==> config.mk <==
export PLATFORM = sky130hd
export DESIGN_NAME = alk_key_builder
export DESIGN_NICKNAME = d
export VERILOG_FILES = /design/src/alk_pkg.sv /design/src/alk_mask_build.sv /design/src/alk_frame_flags.sv /design/src/alk_key_builder.sv
export VERILOG_INCLUDE_DIRS = /design/src
export SDC_FILE = /design/constraint.sdc
export NUM_CORES = 1
export LEC_CHECK = 0
export BUFFER_PORTS_ARGS = -buffer_cell sky130_fd_sc_hd__buf_2
export CAP_MARGIN = 15
export CELL_PAD_IN_SITES_DETAIL_PLACEMENT = 2
export CELL_PAD_IN_SITES_GLOBAL_PLACEMENT = 2
export CORE_UTILIZATION = 41
export CTS_BUF_LIST = sky130_fd_sc_hd__clkbuf_8
export CTS_CLUSTER_DIAMETER = 120
export CTS_CLUSTER_SIZE = 30
export DETAILED_ROUTE_END_ITERATION = 6
export HOLD_SLACK_MARGIN = 0.12
export PLACE_DENSITY_LB_ADDON = 0.1
export SETUP_SLACK_MARGIN = 0.2
export SKIP_CTS_REPAIR_TIMING = 1
export SYNTH_ARGS = -nofsm -noshare
export SYNTH_HDL_FRONTEND = slang
export SYNTH_SLANG_ARGS = --single-unit
==> constraint.sdc <==
create_clock -name CLOCK -period 5.25 [get_ports CLOCK]
set_clock_uncertainty 0.15 [all_clocks]
set_input_delay 1.05 -clock CLOCK [delete_from_list [all_inputs] [get_ports CLOCK]]
set_output_delay 1.05 -clock CLOCK [all_outputs]
set_load 0.005 [all_outputs]
==> src/alk_map.svh <==
/*
  Constants of the key builder: register offsets, control bit positions,
  key type codes, key widths and word counts, field widths and the
  mode-3 ingress bitmap layout.
  Assumes inclusion by bare name from the modules; the package does not include it.
*/
`ifndef ALK_MAP_SVH
`define ALK_MAP_SVH

// ********************
// Register map
// ********************
`define ALK_OFS_CTRL 8'h00
`define ALK_OFS_PAG_IDX 8'h04
`define ALK_OFS_PAG_DATA 8'h08
`define ALK_OFS_STATUS 8'h0C
`define ALK_CTRL_W 5
`define ALK_CTRL_RST 5'h00
`define ALK_CTRL_MASQ 0
`define ALK_CTRL_CPU 1
`define ALK_CTRL_VD 2
`define ALK_CTRL_LBK3 3
`define ALK_CTRL_SEC 4
`define ALK_PAG_RST 8'h00

// ********************
// Key formats
// ********************
`define ALK_X8_TW 4
`define ALK_X16_TW 2
`define ALK_X8_MAC 4'h0
`define ALK_X8_ARP 4'h3
`define ALK_X8_TCP 4'h4
`define ALK_X8_OTH 4'h5
`define ALK_X8_CUSB 4'h8
`define ALK_X8_V6 4'h9
`define ALK_X16_T7 2'h1
`define ALK_X16_CUSA 2'h2
`define ALK_LEN_V4 10'h058
`define ALK_LEN_MAC 10'h10F
`define ALK_LEN_ARP 10'h0D2
`define ALK_LEN_TCP 10'h11B
`define ALK_LEN_OTH 10'h112
`define ALK_LEN_CUSB 10'h11C
`define ALK_LEN_V6 10'h11C
`define ALK_LEN_T7 10'h237
`define ALK_LEN_CUSA 10'h222
`define ALK_WORDS_X4 5'h04
`define ALK_WORDS_X8 5'h08
`define ALK_WORDS_X16 5'h10

// ********************
// Fields
// ********************
`define ALK_PAG_W 8
`define ALK_MODE_W 2
`define ALK_MASK_W 53
`define ALK_PORT_W 6
`define ALK_VID_W 12
`define ALK_MC_BIT 40
`define ALK_MODE_DEF 2'h0
`define ALK_MODE_LBK 2'h1
`define ALK_MODE_MASQ 2'h2
`define ALK_MODE_SPEC 2'h3
`define ALK_M3_SRC_LO 4
`define ALK_M3_PT_LO 44
`define ALK_M3_PT_W 5
`define ALK_M3_ACT_LO 49
`define ALK_M3_ACT_W 3
`define ALK_ACT_MASQ 3'h1
`endif

==> src/alk_pkg.sv <==
/*
  Types of the key builder: key kinds and the bus slave state.
  Assumes nothing beyond the constants header.
*/
package alk_pkg;
  typedef enum logic [3:0] {
    ALK_KIND_V4 = 4'h0,
    ALK_KIND_MAC = 4'h1,
    ALK_KIND_ARP = 4'h2,
    ALK_KIND_TCP = 4'h3,
    ALK_KIND_OTH = 4'h4,
    ALK_KIND_CUSB = 4'h5,
    ALK_KIND_V6 = 4'h6,
    ALK_KIND_T7 = 4'h7,
    ALK_KIND_CUSA = 4'h8
  } alk_kind_e;
  typedef enum logic {
    ALK_BUS_IDLE = 1'b0,
    ALK_BUS_DONE = 1'b1
  } alk_bus_e;
endpackage

==> src/alk_mask_build.sv <==
/*
  Ingress mask mode choice and ingress port bitmap, combinational.
  Assumes frame attributes from classification logic on the same clock.
*/
`timescale 1ns/1ns
`include "alk_map.svh"
module alk_mask_build #(
  parameter logic [5:0] HOST0 = 6'h35,
  parameter logic [5:0] HOST1 = 6'h36,
  parameter logic [5:0] VDEV0 = 6'h37,
  parameter logic [5:0] VDEV1 = 6'h38
) (
  input wire logic [`ALK_CTRL_W-1:0] ctrl,
  input wire logic [`ALK_PORT_W-1:0] phys_port,
  input wire logic [`ALK_PORT_W-1:0] src_port,
  input wire logic [`ALK_PORT_W-1:0] loop_port,
  input wire logic injected,
  input wire logic loopback,
  input wire logic [`ALK_M3_PT_W-1:0] pipe_pt,
  input wire logic [`ALK_M3_ACT_W-1:0] pipe_act,
  output logic [`ALK_MODE_W-1:0] mode,
  output logic [`ALK_MASK_W-1:0] bitmap
);
  logic masq;
  logic vdev;

  function automatic logic [`ALK_MASK_W-1:0] one_hot(
    input logic [`ALK_PORT_W-1:0] p);
    one_hot = '0;
    if (p < `ALK_PORT_W'(`ALK_MASK_W)) one_hot[p] = 1'b1;
  endfunction

  assign masq = (injected && src_port != phys_port) ||
                pipe_act == `ALK_ACT_MASQ;
  assign vdev = phys_port == VDEV0 || phys_port == VDEV1;

  // Later assignments win, so the highest qualifying mode is taken
  always_comb begin
    mode = `ALK_MODE_DEF;
    if (loopback) mode = `ALK_MODE_LBK;
    if (ctrl[`ALK_CTRL_MASQ] && masq) mode = `ALK_MODE_MASQ;
    if ((ctrl[`ALK_CTRL_CPU] && injected) ||
        (ctrl[`ALK_CTRL_VD] && vdev) ||
        (ctrl[`ALK_CTRL_LBK3] && loopback)) begin
      mode = `ALK_MODE_SPEC;
    end
  end

  always_comb begin
    bitmap = '0;
    case (mode)
      `ALK_MODE_DEF: bitmap = one_hot(phys_port);
      `ALK_MODE_LBK: bitmap = one_hot(loop_port);
      `ALK_MODE_MASQ: bitmap = one_hot(src_port);
      `ALK_MODE_SPEC: begin
        bitmap[0] = phys_port == HOST0;
        bitmap[1] = phys_port == HOST1;
        bitmap[2] = phys_port == VDEV0;
        bitmap[3] = phys_port == VDEV1;
        bitmap[`ALK_M3_SRC_LO +: `ALK_PORT_W] = src_port;
        bitmap[`ALK_M3_PT_LO +: `ALK_M3_PT_W] = pipe_pt;
        bitmap[`ALK_M3_ACT_LO +: `ALK_M3_ACT_W] = pipe_act;
      end
      default: bitmap = '0;
    endcase
  end
endmodule

==> src/alk_frame_flags.sv <==
/*
  Destination address flags and key VID choice, combinational.
  Assumes classification results on the same clock.
*/
`timescale 1ns/1ns
`include "alk_map.svh"
module alk_frame_flags (
  input wire logic [47:0] dmac,
  input wire logic first,
  input wire logic sec_en,
  input wire logic routable,
  input wire logic service,
  input wire logic [`ALK_VID_W-1:0] class_vid,
  input wire logic [`ALK_VID_W-1:0] ingress_router_leg_vid,
  input wire logic [`ALK_VID_W-1:0] egress_router_leg_vid,
  output logic mc,
  output logic bc,
  output logic [`ALK_VID_W-1:0] vid
);
  assign mc = dmac[`ALK_MC_BIT];
  assign bc = &dmac;
  assign vid = (sec_en && routable && !service) ?
               (first ? ingress_router_leg_vid : egress_router_leg_vid) : class_vid;
endmodule

==> src/alk_key_builder.sv <==
/*
  Search key builder for the access-control match stage: packs type
  selector, lookup flag, policy tag, ingress mask mode and bitmap and
  destination flags in order from bit 0, with APB configuration.
  Assumes requests from classification logic on CLOCK, one cycle wide,
  and a match memory that takes the key one cycle later.
*/
`timescale 1ns/1ns
`include "alk_map.svh"

// Contract
// - Four-word format; IPv4 VLAN key 88 bits
// - Eight-word format keys with their widths
// - Sixteen-word format: seven-tuple 567, custom A 546
// - Fields packed contiguously from bit 0
// - MAC key: type bits 3:0, flag bit 4
// - Type selector codes per key kind
// - Lookup flag set first, cleared second
// - Policy tag in every key, per-port default
// - Mask mode 0 default, 1 loopback
// - Mode 2 for masqueraded frames when enabled
// - Mode 3 for host, virtual device, loopback
// - Highest qualifying mode wins
// - One bitmap bit per port by mode
// - Mode 3 bitmap layout
// - Multicast flag from destination bit 40
// - Broadcast flag for all-ones destination
// - Router leg VID choice for second lookup
module alk_key_builder
  import alk_pkg::*;
#(
  parameter int WORD_W = 36,
  parameter int KEY_W = 16 * WORD_W
) (
  input wire logic CLOCK,
  input wire logic NRST,
  input wire logic PSEL,
  input wire logic PENABLE,
  input wire logic PWRITE,
  input wire logic [7:0] PADDR,
  input wire logic [31:0] PWDATA,
  output logic [31:0] PRDATA,
  output logic PREADY,
  output logic PSLVERR,
  input wire logic REQ_VALID,
  input wire logic [3:0] REQ_KIND,
  input wire logic REQ_FIRST,
  input wire logic [`ALK_PORT_W-1:0] REQ_PORT,
  input wire logic [`ALK_PORT_W-1:0] REQ_SRC_PORT,
  input wire logic [`ALK_PORT_W-1:0] REQ_LOOP_PORT,
  input wire logic REQ_INJECTED,
  input wire logic REQ_LOOPBACK,
  input wire logic [`ALK_M3_PT_W-1:0] REQ_PIPE_PT,
  input wire logic [`ALK_M3_ACT_W-1:0] REQ_PIPE_ACT,
  input wire logic [47:0] REQ_DMAC,
  input wire logic REQ_ROUTABLE,
  input wire logic REQ_SERVICE,
  input wire logic [`ALK_VID_W-1:0] REQ_VID,
  input wire logic [`ALK_VID_W-1:0] REQ_INGRESS_ROUTER_LEG_VID,
  input wire logic [`ALK_VID_W-1:0] REQ_EGRESS_ROUTER_LEG_VID,
  input wire logic REQ_PAG_OVR,
  input wire logic [`ALK_PAG_W-1:0] REQ_PAG,
  output logic KEY_VALID,
  output logic [KEY_W-1:0] KEY,
  output logic [4:0] KEY_WORDS,
  output logic [9:0] KEY_LEN,
  output logic [`ALK_VID_W-1:0] KEY_VID
);

  // ********************
  // Declarations
  // ********************
  alk_bus_e st_q;
  logic pready_q;
  logic pslverr_q;
  logic [31:0] prdata_q;
  logic [`ALK_CTRL_W-1:0] ctrl_q;
  logic [`ALK_PORT_W-1:0] pag_idx_q;
  logic [`ALK_PAG_W-1:0] pag_tab [`ALK_MASK_W];
  logic [15:0] cnt_q;
  logic [`ALK_MODE_W-1:0] mode_q;
  logic key_valid_q;
  logic [KEY_W-1:0] key_q;
  logic [4:0] words_q;
  logic [9:0] len_q;
  logic [`ALK_VID_W-1:0] vid_q;
  logic [`ALK_MODE_W-1:0] mode;
  logic [`ALK_MASK_W-1:0] bitmap;
  logic mc;
  logic bc;
  logic [`ALK_VID_W-1:0] vid;
  logic [`ALK_PAG_W-1:0] policy_group_tag;
  logic [`ALK_PAG_W-1:0] pag_rd;
  logic access;
  logic hit;
  logic [31:0] rd_val;
  alk_kind_e kind;

  // ********************
  // Key packing
  // ********************
  function automatic logic [KEY_W-1:0] pack(
    input alk_kind_e k,
    input logic first,
    input logic [`ALK_PAG_W-1:0] tag,
    input logic [`ALK_MODE_W-1:0] md,
    input logic [`ALK_MASK_W-1:0] map,
    input logic mcf,
    input logic bcf);
    int pos;
    logic [KEY_W-1:0] key;
    key = '0;
    pos = 0;
    case (k)
      ALK_KIND_MAC: key[`ALK_X8_TW-1:0] = `ALK_X8_MAC;
      ALK_KIND_ARP: key[`ALK_X8_TW-1:0] = `ALK_X8_ARP;
      ALK_KIND_TCP: key[`ALK_X8_TW-1:0] = `ALK_X8_TCP;
      ALK_KIND_OTH: key[`ALK_X8_TW-1:0] = `ALK_X8_OTH;
      ALK_KIND_CUSB: key[`ALK_X8_TW-1:0] = `ALK_X8_CUSB;
      ALK_KIND_V6: key[`ALK_X8_TW-1:0] = `ALK_X8_V6;
      ALK_KIND_T7: key[`ALK_X16_TW-1:0] = `ALK_X16_T7;
      ALK_KIND_CUSA: key[`ALK_X16_TW-1:0] = `ALK_X16_CUSA;
      default: key = '0;
    endcase
    case (k)
      // The IPv6 VLAN key keeps its type code but skips the mask fields
      ALK_KIND_V4: pos = 0;
      ALK_KIND_T7, ALK_KIND_CUSA: pos = `ALK_X16_TW;
      default: pos = `ALK_X8_TW;
    endcase
    key[pos] = first;
    pos = pos + 1;
    key[pos +: `ALK_PAG_W] = tag;
    pos = pos + `ALK_PAG_W;
    if (k != ALK_KIND_V4 && k != ALK_KIND_V6) begin
      key[pos +: `ALK_MODE_W] = md;
      pos = pos + `ALK_MODE_W;
      key[pos +: `ALK_MASK_W] = map;
      pos = pos + `ALK_MASK_W;
      key[pos] = mcf;
      key[pos + 1] = bcf;
    end
    pack = key;
  endfunction

  function automatic logic [14:0] kind_size(input alk_kind_e k);
    case (k)
      ALK_KIND_V4: kind_size = {`ALK_WORDS_X4, `ALK_LEN_V4};
      ALK_KIND_MAC: kind_size = {`ALK_WORDS_X8, `ALK_LEN_MAC};
      ALK_KIND_ARP: kind_size = {`ALK_WORDS_X8, `ALK_LEN_ARP};
      ALK_KIND_TCP: kind_size = {`ALK_WORDS_X8, `ALK_LEN_TCP};
      ALK_KIND_OTH: kind_size = {`ALK_WORDS_X8, `ALK_LEN_OTH};
      ALK_KIND_CUSB: kind_size = {`ALK_WORDS_X8, `ALK_LEN_CUSB};
      ALK_KIND_V6: kind_size = {`ALK_WORDS_X8, `ALK_LEN_V6};
      ALK_KIND_T7: kind_size = {`ALK_WORDS_X16, `ALK_LEN_T7};
      ALK_KIND_CUSA: kind_size = {`ALK_WORDS_X16, `ALK_LEN_CUSA};
      default: kind_size = {`ALK_WORDS_X4, `ALK_LEN_V4};
    endcase
  endfunction

  // ********************
  // Frame decode
  // ********************
  assign kind = alk_kind_e'(REQ_KIND);

  alk_mask_build u_mask (
    .ctrl(ctrl_q),
    .phys_port(REQ_PORT),
    .src_port(REQ_SRC_PORT),
    .loop_port(REQ_LOOP_PORT),
    .injected(REQ_INJECTED),
    .loopback(REQ_LOOPBACK),
    .pipe_pt(REQ_PIPE_PT),
    .pipe_act(REQ_PIPE_ACT),
    .mode(mode),
    .bitmap(bitmap)
  );

  alk_frame_flags u_flags (
    .dmac(REQ_DMAC),
    .first(REQ_FIRST),
    .sec_en(ctrl_q[`ALK_CTRL_SEC]),
    .routable(REQ_ROUTABLE),
    .service(REQ_SERVICE),
    .class_vid(REQ_VID),
    .ingress_router_leg_vid(REQ_INGRESS_ROUTER_LEG_VID),
    .egress_router_leg_vid(REQ_EGRESS_ROUTER_LEG_VID),
    .mc(mc),
    .bc(bc),
    .vid(vid)
  );

  // Ports outside the bitmap range fall back to the reset tag
  always_comb begin
    pag_rd = `ALK_PAG_RST;
    if (pag_idx_q < `ALK_PORT_W'(`ALK_MASK_W)) pag_rd = pag_tab[pag_idx_q];
    policy_group_tag = `ALK_PAG_RST;
    if (REQ_PAG_OVR) begin
      policy_group_tag = REQ_PAG;
    end else if (REQ_PORT < `ALK_PORT_W'(`ALK_MASK_W)) begin
      policy_group_tag = pag_tab[REQ_PORT];
    end
  end

  // ********************
  // Key output stage
  // ********************
  always_ff @(posedge CLOCK) begin
    if (!NRST) begin
      key_valid_q <= 1'b0;
      key_q <= '0;
      words_q <= 5'h00;
      len_q <= 10'h000;
      vid_q <= '0;
    end else begin
      key_valid_q <= REQ_VALID;
      if (REQ_VALID) begin
        key_q <= pack(kind, REQ_FIRST, policy_group_tag, mode, bitmap, mc, bc);
        {words_q, len_q} <= kind_size(kind);
        vid_q <= vid;
      end
    end
  end

  // Status view: running key count and the mode of the most recent key
  always_ff @(posedge CLOCK) begin
    if (!NRST) begin
      cnt_q <= 16'h0000;
      mode_q <= `ALK_MODE_DEF;
    end else if (REQ_VALID) begin
      cnt_q <= cnt_q + 16'h0001;
      mode_q <= mode;
    end
  end

  assign KEY_VALID = key_valid_q;
  assign KEY = key_q;
  assign KEY_WORDS = words_q;
  assign KEY_LEN = len_q;
  assign KEY_VID = vid_q;

  // ********************
  // APB slave
  // ********************
  // One wait state: read data is captured once and held stable
  assign access = PSEL && PENABLE && st_q == ALK_BUS_IDLE;

  always_comb begin
    hit = 1'b1;
    rd_val = 32'h0000_0000;
    case (PADDR)
      `ALK_OFS_CTRL: rd_val[`ALK_CTRL_W-1:0] = ctrl_q;
      `ALK_OFS_PAG_IDX: rd_val[`ALK_PORT_W-1:0] = pag_idx_q;
      `ALK_OFS_PAG_DATA: rd_val[`ALK_PAG_W-1:0] = pag_rd;
      `ALK_OFS_STATUS: rd_val = {cnt_q, 14'h0000, mode_q};
      default: hit = 1'b0;
    endcase
  end

  always_ff @(posedge CLOCK) begin
    if (!NRST) begin
      st_q <= ALK_BUS_IDLE;
      pready_q <= 1'b0;
      pslverr_q <= 1'b0;
      prdata_q <= 32'h0000_0000;
    end else begin
      case (st_q)
        ALK_BUS_IDLE: begin
          if (access) begin
            st_q <= ALK_BUS_DONE;
            pready_q <= 1'b1;
            pslverr_q <= !hit;
            prdata_q <= PWRITE ? 32'h0000_0000 : rd_val;
          end
        end
        ALK_BUS_DONE: begin
          st_q <= ALK_BUS_IDLE;
          pready_q <= 1'b0;
          pslverr_q <= 1'b0;
          prdata_q <= 32'h0000_0000;
        end
        default: st_q <= ALK_BUS_IDLE;
      endcase
    end
  end

  // Writes land at the edge that completes the transfer
  always_ff @(posedge CLOCK) begin
    if (!NRST) begin
      ctrl_q <= `ALK_CTRL_RST;
      pag_idx_q <= '0;
      for (int i = 0; i < `ALK_MASK_W; i++) pag_tab[i] <= `ALK_PAG_RST;
    end else if (st_q == ALK_BUS_DONE && PSEL && PENABLE && PWRITE) begin
      case (PADDR)
        `ALK_OFS_CTRL: ctrl_q <= PWDATA[`ALK_CTRL_W-1:0];
        `ALK_OFS_PAG_IDX: pag_idx_q <= PWDATA[`ALK_PORT_W-1:0];
        `ALK_OFS_PAG_DATA: begin
          if (pag_idx_q < `ALK_PORT_W'(`ALK_MASK_W)) begin
            pag_tab[pag_idx_q] <= PWDATA[`ALK_PAG_W-1:0];
          end
        end
        default: ctrl_q <= ctrl_q;
      endcase
    end
  end

  assign PREADY = pready_q;
  assign PSLVERR = pslverr_q;
  assign PRDATA = prdata_q;

  // ********************
  // Assertions
  // ********************
  property p_v4_fmt;
    @(posedge CLOCK) disable iff (!NRST)
    REQ_VALID && REQ_KIND == ALK_KIND_V4 |=>
      KEY_VALID && KEY_WORDS == `ALK_WORDS_X4 && KEY_LEN == `ALK_LEN_V4;
  endproperty
  a_v4_fmt: assert property (p_v4_fmt) else $error("bad x4 size");

  property p_x8_len;
    @(posedge CLOCK) disable iff (!NRST)
    KEY_VALID && KEY_WORDS == `ALK_WORDS_X8 |->
      KEY_LEN inside {`ALK_LEN_MAC, `ALK_LEN_ARP, `ALK_LEN_TCP,
                      `ALK_LEN_OTH, `ALK_LEN_CUSB};
  endproperty
  a_x8_len: assert property (p_x8_len) else $error("bad x8 size");

  property p_x16_len;
    @(posedge CLOCK) disable iff (!NRST)
    REQ_VALID && REQ_KIND == ALK_KIND_T7 |=>
      KEY_WORDS == `ALK_WORDS_X16 && KEY_LEN == `ALK_LEN_T7;
  endproperty
  a_x16_len: assert property (p_x16_len) else $error("bad x16");

  property p_mac_head;
    @(posedge CLOCK) disable iff (!NRST)
    REQ_VALID && REQ_KIND == ALK_KIND_MAC |=>
      KEY[3:0] == `ALK_X8_MAC && KEY[4] == $past(REQ_FIRST);
  endproperty
  a_mac_head: assert property (p_mac_head) else $error("mac head");

  property p_v4_first;
    @(posedge CLOCK) disable iff (!NRST)
    REQ_VALID && REQ_KIND == ALK_KIND_V4 && REQ_PAG_OVR |=>
      KEY[0] == $past(REQ_FIRST) && KEY[8:1] == $past(REQ_PAG);
  endproperty
  a_v4_first: assert property (p_v4_first) else $error("v4 head");

  property p_mcast;
    @(posedge CLOCK) disable iff (!NRST)
    REQ_VALID && REQ_KIND == ALK_KIND_ARP |=>
      KEY[68] == $past(REQ_DMAC[`ALK_MC_BIT]);
  endproperty
  a_mcast: assert property (p_mcast) else $error("mc flag");

  property p_cpu_mode;
    @(posedge CLOCK) disable iff (!NRST)
    REQ_VALID && REQ_INJECTED && ctrl_q[`ALK_CTRL_CPU] |=>
      mode_q == `ALK_MODE_SPEC;
  endproperty
  a_cpu_mode: assert property (p_cpu_mode) else $error("mode");

  property p_def_mode;
    @(posedge CLOCK) disable iff (!NRST)
    REQ_VALID && !REQ_INJECTED && !REQ_LOOPBACK &&
      REQ_PIPE_ACT != `ALK_ACT_MASQ && ctrl_q == `ALK_CTRL_RST |=>
      mode_q == `ALK_MODE_DEF;
  endproperty
  a_def_mode: assert property (p_def_mode) else $error("mode 0");

  property p_evid;
    @(posedge CLOCK) disable iff (!NRST)
    REQ_VALID && ctrl_q[`ALK_CTRL_SEC] && REQ_ROUTABLE &&
      !REQ_SERVICE && !REQ_FIRST |=> KEY_VID == $past(REQ_EGRESS_ROUTER_LEG_VID);
  endproperty
  a_evid: assert property (p_evid) else $error("vid choice");

  property p_bus_ans;
    @(posedge CLOCK) disable iff (!NRST)
    PSEL && PENABLE && !PREADY |=> PREADY ##1 !PREADY;
  endproperty
  a_bus_ans: assert property (p_bus_ans) else $error("apb answer");
endmodule

# Word level (Yosys, flattened, before mapping)
# Memory sizes are Yosys's and may differ from the RTL's. A register that Yosys moved wholly into a read port is not among the register bits.
# Index checks and enable logic that the tools add are counted.
# word_totals
ff_bits	658
mem_bits_ro	208
output_inout_bits	638
ram_bits	424
elab_cells	176
in_bits	174
memories	2
# classes
eq_ne	21
bitwise_logic	1
n_shift	6
magnitude_cmp	16
addsub	9
muxes	70
n_reduce_logical	39
# memory_table
memory	words	width	rd	rd_ports_with_merged_regs	wr	line	text
pag_tab	53	8	2	1	53	alk_key_builder.sv:79	logic [`ALK_PAG_W-1:0] pag_tab [`ALK_MASK_W];
(no name shown)	16	13	1	1	0	alk_key_builder.sv:147	case (k)
# op_table
operator	count
576-bit bitwise mux	6
572-bit two-way mux	2
576-bit two-way mux	1
2-bit by 33-bit variable shift with 576-bit output (first input constant)	1
53-bit by 33-bit variable shift with 576-bit output (first input constant)	1
8-bit by 33-bit variable shift with 576-bit output (first input constant)	1
2-bit by 33-bit indexed part select with 576-bit output	1
53-bit by 33-bit indexed part select with 576-bit output	1
8-bit by 33-bit indexed part select with 576-bit output	1
53-bit two-way mux	3
32-bit two-way mux	4
34-bit case mux with 3 select lines	1
32-bit negation with 33-bit output	3
32-bit by 1-bit >= comparator with 1-bit output (second input constant)	3
32-bit by 12-bit < comparator with 1-bit output (second input constant)	3
32-bit by 2-bit adder with 32-bit output (second input constant)	2
32-bit case mux with 2 select lines	1
48-bit AND reduction	1
10-bit case mux with 4 select lines	1
32-bit by 3-bit adder with 32-bit output (second input constant)	1
32-bit by 5-bit adder with 32-bit output (second input constant)	1
32-bit by 7-bit adder with 32-bit output (second input constant)	1
8-bit two-way mux	4
8-bit case mux with 4 select lines	1
42 further kinds	117

# Logic depth before layout (Yosys ltp)
# Gate-level depths: netlist of run 1.
# depth
word_depth	16
mapped_depth	12
depth_no_buf	10

# Hierarchy
# From an unflattened synthesis of run 1, not the netlist that was laid out.
# hier_totals
cells_unflattened	3553
area_unflattened_um2	40968.0
# modules_own_cells
module	instances	area_each_um2	seq_area_each_um2	cells_per_inst
alk_key_builder	1	38508.2	19498.7	3159
alk_mask_build	1	2078.2	0.0	337
alk_frame_flags	1	381.6	0.0	57

# Least setup slack after synthesis of run 1
# Ideal clock, no wire load.
# synth_timing
kind	input to register
start	input PADDR[5]
end	memory pag_tab[51][0] (netlist name), enable pin
setup_ps	384
slack_ps	1529
required_ps	4716
stages	8
n_path_buf	1
arrival_time_ps	3187
cell_sequence	nor4_1 > nand2_1 > nor4b_4 > nand3_1 > nor2_1 > nand3_1 > buf_2 > o21ai_0
# synth_rtl
element	line	text
start: declaration	alk_key_builder.sv:40	input wire logic [7:0] PADDR,
end: declaration	alk_key_builder.sv:79	

==> summary.md, run 1 <==
| Metric | Value |
|---|---|
| Outcome | completed |
| Distinct cells, synth | 83 |
| Dominant cells by area after synthesis | edfxtp_1 38%, mux4_2 13%, dfxtp_1 10% |
| Initial antenna violation count | 17 |
| Share of post-route cells with drive strength above 1 | 20.8% |
| Vias in the first global route | 29800 |
| Wire per inst | slightly above 30 um |
| Worst min-delay path class | register to register |
| Setup WS pre-CTS | slightly below 600 ps |
| CTS tree | built |
| Mean Syn Cell Area | 11.8 um^2 |
| Routability Congestion | about 0.93 |
| Via/cell ratio | 5.64 |
| Num CTS Buffers | 30 |
| DRT Pass-1 Iters | 7 |
| P_leak | about 17 nW |
| Final WS setup | 1400 ps |
| Max-slew headroom | between 20% and 30% |
| Crit start category | input pin |
| Slew Viols, Final | 0 |
| Yosys warns | 0 |
| Worst VDD drop | 253 uV |
| Total number of H-tree levels | 1 |
| Crit path kind | input pin to register |
| Count leader, synth | edfxtp_1 |
| Fin nets | roughly 4000 |
| Actual slew at the worst max-slew pin | roughly 1200 ps |
| Seq/Total Area, Yosys | 48.4% |
| Post-synthesis register bit count | roughly 720 |
| Async SR Flop Fraction | 0% |
| Crit path DAT | 4380 ps |
| Fmax | 260 MHz |
| Worst-path clk slew | 200 ps |
| Worst endpoint required time | 5780 ps |
| Starting Density | 41.6% |
| Root buf cell | clkbuf_8 |
| Top-area cell type share of the netlist area | between 30% and 40% |
| Post-synth top flop | edfxtp_1 |
| DIE AREA | 100000 um^2 |
| PwrDens | between 200 and 250 nW/um^2 |
| Crit path to | pag_tab[21][2]$_SDFFCE_PN0P_ |
| Core Box Area | about 97000 um^2 |
| Netlist Area Pre-Place | roughly 40000 um^2 |
| HPWL Detailed | between 100 and 150 mm |
| Clock tree sinks | ~720 |
| Post-layout min period | 3850 ps |
| Setup crit end kind | register |
| # setup viols final | 0 |
| DRT iter0 DRCs | 2534 |
| First-pass GRT wire length | 217 mm |
| Period utilisation layout | 73.3% |
| Fillers | 10100 |
| Chip Height | 316 um |
| All-Layer GR Usage | 29.8% |
| Synth top cells by count | 512 x edfxtp_1, 493 x and2_1, 473 x buf_4 |
| Reg-to-reg critical path startpoint | pag_idx_q[3]$_SDFFE_PN0P_ |
| RSZ-0062 raised after global routing | false |
| # IOs | 812 |
| Die width | 316 um |
| Final Hold Viols | 0 |
| Residual DRC | 0 |
| Remaining antenna violation count | 0 |
| Setup TNS | 0 ps |
| CTS max path bufs | 3 |
| R2r setup slk | 1630 ps |
| Cell count of the worst reg-to-reg path | 8 |
| Highest net fanout along the worst path | 12 |
| Max-Cap Viols | 0 |
| Area growth syn-to-layout | 6.71% |
| Total number of vias | between 20000 and 30000 |
| Worst setup path startpoint | PADDR[5] |
| IO Port Bufs | ~330 |
| Row cnt | 114 |
| R2r endpoint | pag_tab[21][2]$_SDFFCE_PN0P_ |
| WL final | between 150 and 200 mm |
| Largest net degree at the start of global routing | 80 |
| EDFF count, synth | 512 |
| Synth Instances | between 3000 and 4000 |
| Post-synth top area cell | edfxtp_1 |
| Clk Latency, worst-skew pair | 810 ps |
| Grt total ovfl | 0 |
[critical path, cell delays in order]
cell and delay [ps]:
buf_2 110, nor4_1 340, nand2_1 290, nor4b_4 520, nand3_1 210, nor2_1 280
nand2_1 610, nor2_1 700, and2_1 230
[kinds of logic (layout without fill, tap and decap cells)]
logic type      after synthesis  after routing  synth area share (%)
mux                         410            410                  17.2
flops                       722            722                  48.4
fa+ha+maj                     9              9                 0.278
buf+inv                     717            540                  11.3
other cells                   2            562                0.0186
compound gates              439            439                  7.40
simple gates               1101           1101                  15.0
xor+xnor                     21             21                 0.454
[worst min path at each step]
stage / from / to / slack (ps) / depth (start not counted)
finish: PRDATA[7]$_SDFFE_PN0P_ / PRDATA[7]$_SDFFE_PN0P_ / 300 / 2
global route: KEY[62]$_SDFFE_PN0P_ / KEY[62]$_SDFFE_PN0P_ / 330 / 2
CTS: KEY[46]$_SDFFE_PN0P_ / KEY[46]$_SDFFE_PN0P_ / 300 / 2
detailed placement: KEY[46]$_SDFFE_PN0P_ / KEY[46]$_SDFFE_PN0P_ / 280 / 2
global placement: KEY[46]$_SDFFE_PN0P_ / KEY[46]$_SDFFE_PN0P_ / 280 / 2
floorplan: mode_q[0]$_SDFFE_PN0P_ / mode_q[0]$_SDFFE_PN0P_ / 270 / 2
[state kept, by name, summed over array words and instances (netlist names), 5 cells and up, named ones only]
name / cells
pag_idx_q: 6
KEY: 124
KEY_VID: 12
PRDATA: 24
cnt_q: 16
pag_tab: 512
KEY_LEN: 9
ctrl_q: 5
[through the flow]
stage / area [um^2] / hold slack (ps) / util, % / cells / total power, W
finish: 43200 / 301 / 44.4 / 5080 / 0.0102
global route: 43200 / 334 / 44.4 / 5075 / 0.0105
CTS: 43200 / 304 / 44.4 / 5070 / 0.0102
detailed placement: 42600 / 282 / 43.8 / 5024 / 0.00780
global placement: 42600 / 284 / 43.8 / 5024 / 0.00773
floorplan: 42500 / 275 / - / 3971 / 0.00744
[cells in the final DEF, fill, tap and decap left out, types with 58 or more instances in the layout]
| master | count |
|---|---|
| buf_4 | 144 |
| mux4_2 | 228 |
| nor2b_1 | 58 |
| nand2_1 | 171 |
| conb_1 | 552 |
| o21ai_0 | 125 |
| and2_1 | 494 |
| a22oi_1 | 101 |
| mux2i_1 | 176 |
| edfxtp_1 | 512 |
| buf_2 | 326 |
| dfxtp_1 | 207 |
| nand3_1 | 91 |
| nor2_1 | 137 |
[layer usage]
| layer | global-route usage, % | up-vias | share of wire (%) |
|---|---|---|---|
| met3 | 3.33 | 206 | 6.1 |
| met2 | 50.3 | 1142 | 49 |
| met5 | 0 | - | 0.018 |
| met1 | 39.2 | 15100 | 40 |
| li1 | - | 12200 | - |
| met4 | 11.9 | 4 | 4.2 |
[report_power, final]
group	total (W)	leakage (nW)	internal, W	switching (W)
clock	0.00248	0.293	0.000619	0.00186
sequential	0.00644	6.80	0.00630	0.000132
combinational	0.00127	9.85	0.000425	0.000848
[layout make-up]
cell class | instances | area (um^2) | share of cell area [%]
antenna | 10 | 25.0 | 0.0579
clock buffer | 30 | 413 | 0.956
clock inverter | 16 | 154 | 0.356
inverter | 12 | 45.0 | 0.104
multi-input combinational | 2532 | 18400 | 42.7
sequential | 722 | 19600 | 45.4
tap | 1276 | 1600 | 3.70
timing repair buffer | 482 | 2950 | 6.82
No activity file was read; power rests on OpenSTA's default activity.
==> inputs of run 2 (changes only) <==
Settings changed: CORE_UTILIZATION 41 to 38.
Clock period 5.25 ns to 3.9 ns, I/O delays scaled along.
==> run 2 against run 1 <==
Effect of this change: the run now ends with DRC left; critical path depth unchanged; sequential power up 34%; combinational power up 42%; setup slack worse by 730 ps; first-iteration DRC count down 0.95%; count of clock-buffer cells in the layout up 1; cell area up 2.0%; cell count up 3.8%; core utilization down 2.6 points; register-to-register slack worse by 960 ps; routed wire length up 1.6%; critical path type is now register to register; critical endpoint is now pag_tab[21][4]$_SDFFCE_PN0P_; largest cell class unchanged; largest power group unchanged; highest routed layer unchanged.
==> summary.md, run 2 (synthesized netlist as in run 1, its figures left out) <==
| Metric | Value |
|---|---|
| P_leak | between 15 and 20 nW |
| CTS max path bufs | 3 |
| Max-slew headroom | 23.8% |
| Crit start category | register |
| Fillers | 11000 |
| First-pass GRT wire length | ~220 mm |
| All-Layer GR Usage | 28.1% |
| PwrDens | 316 nW/um^2 |
| Slew Viols, Final | 0 |
| Top Usage Layer GRT | met2 |
| Vias in the first global route | between 30000 and 40000 |
| Remaining antenna violation count | 0 |
| RSZ-0062 raised after global routing | false |
| Final Hold Viols | 0 |
| Final core utilization | 41.8% |
| Initial antenna violation count | 7 |
| Total number of vias | 28900 |
| Setup TNS | 0 ps |
| Share of post-route cells with drive strength above 1 | 22.4% |
| # IOs | about 810 |
| Fin nets | 4041 |
| Commonest non-fill, non-tap cell in the layout | conb_1 |
| Max-Cap Viols | 0 |
| Num CTS Buffers | 30 |
| Met2 Resource Use GR | just under 50% |
| Clk Latency, worst-skew pair | approximately 840 ps |
| Worst min-delay path class | input pin to register |
| # setup viols final | 0 |
| Routability Congestion | 0.891 |
| Largest net degree at the start of global routing | 67 |
| Hold slack | 180 ps |
| CTS tree | built |
| Max reg flops | between 500 and 600 |
| Grt total ovfl | 0 |
| Starting Density | 38.4% |
| Fmax | around 310 MHz |
| Highest net fanout along the worst path | 12 |
| Register area | 19600 um^2 |
| Period utilisation layout | 82.8% |
| Die width | 328 um |
| Grt met1 use | 37.2% |
| Crit path kind | register to register |
| Grt met3 use | 3.05% |
| Crit path DAT | 3780 ps |
| Wire per inst | 29.5 um |
| Worst VDD drop | roughly 330 uV |
| Actual slew at the worst max-slew pin | approximately 1100 ps |
| Chip Height | 328 um |
| Area growth syn-to-layout | 8.85% |
| Root buf cell | clkbuf_8 |
| WL final | 156 mm |
| Final total power | 0.0139 W |
| DRT iter0 DRCs | between 2000 and 3000 |
| Clock tree sinks | 722 |
| Total number of H-tree levels | 1 |
| Register with the most flip-flops | pag_tab |
| Failing checks | DRC |
| Worst-path clk slew | 210 ps |
| Area of the multi-input gates | 18400 um^2 |
| Core Box Area | 105000 um^2 |
| Outcome | complete, but fails checks |
| Commonest cells after routing, fill and taps aside | 552 x conb_1, 512 x edfxtp_1, 494 x and2_1, 326 x buf_2, 228 x mux4_2 |
| HPWL Detailed | 118 mm |
| IO Port Bufs | ~330 |
| Via/cell ratio | 5.48 |
| Residual DRC | 348 |
| Row cnt | 119 |
| DIE AREA | 108000 um^2 |
| Worst endpoint required time | 4450 ps |
| Post-layout min period | 3230 ps |
| DRT Pass-1 Iters | 7 |
| Setup crit end kind | register |
## run 2: worst paths after layout
path                                  start                      endpoint  slack (ps)  cells past startpoint
setup / recovery  pag_idx_q[3]$_SDFFE_PN0P_  pag_tab[21][4]$_SDFFCE_PN0P_         670                      9
hold / removal                         PSEL               st_q$_SDFF_PP0_         180                      3
setup reg to reg  pag_idx_q[3]$_SDFFE_PN0P_  pag_tab[21][4]$_SDFFCE_PN0P_         670                      9
hold reg to reg      PRDATA[7]$_SDFFE_PN0P_        PRDATA[7]$_SDFFE_PN0P_         300                      2
## run 2: area by class of cell
| cell class | instances | share of cell area, % |
|---|---|---|
| well taps | 1391 | 3.95 |
| clock buffers | 31 | 0.968 |
| inverters | 12 | 0.102 |
| repair buffers | 560 | 8.27 |
| clock inverters | 17 | 0.403 |
| diodes | 6 | 0.0341 |
| flip-flops and latches | 722 | 44.5 |
| multi-input cells | 2532 | 41.8 |
## run 2: report_power, final
part | total [W] | switching, W | internal [W]
registers | 0.00866 | 0.000173 | 0.00849
clock network | 0.00346 | 0.00254 | 0.000917
logic | 0.00180 | 0.00117 | 0.000628
## run 2: metal layers
layer | routed length (um) | share of wire (%)
met5 | 34 | 0.022
met4 | 5160 | 3.3
met3 | 7850 | 5.0
met1 | 65100 | 42
met2 | 77400 | 50
## run 2: critical path: stages, from the launching register on
cell and delay, ps:
dfxtp_1 470, inv_1 250, a21oi_1 190, nor4b_4 320, nand3_1 220, nor2_1 280, nand2_1 90, buf_4 240
nor2_1 640, and2_1 240
## run 2: through the flow
step                      setup slack (ps)  cells  cell area (um^2)
final                                  671   5271             44100
after global routing                   532   5266             44000
after CTS                              746   5265             44000
after detailed placement              95.3   5217             43400
after global placement                 124   5217             43400
after floorplan                        449   3971             42500
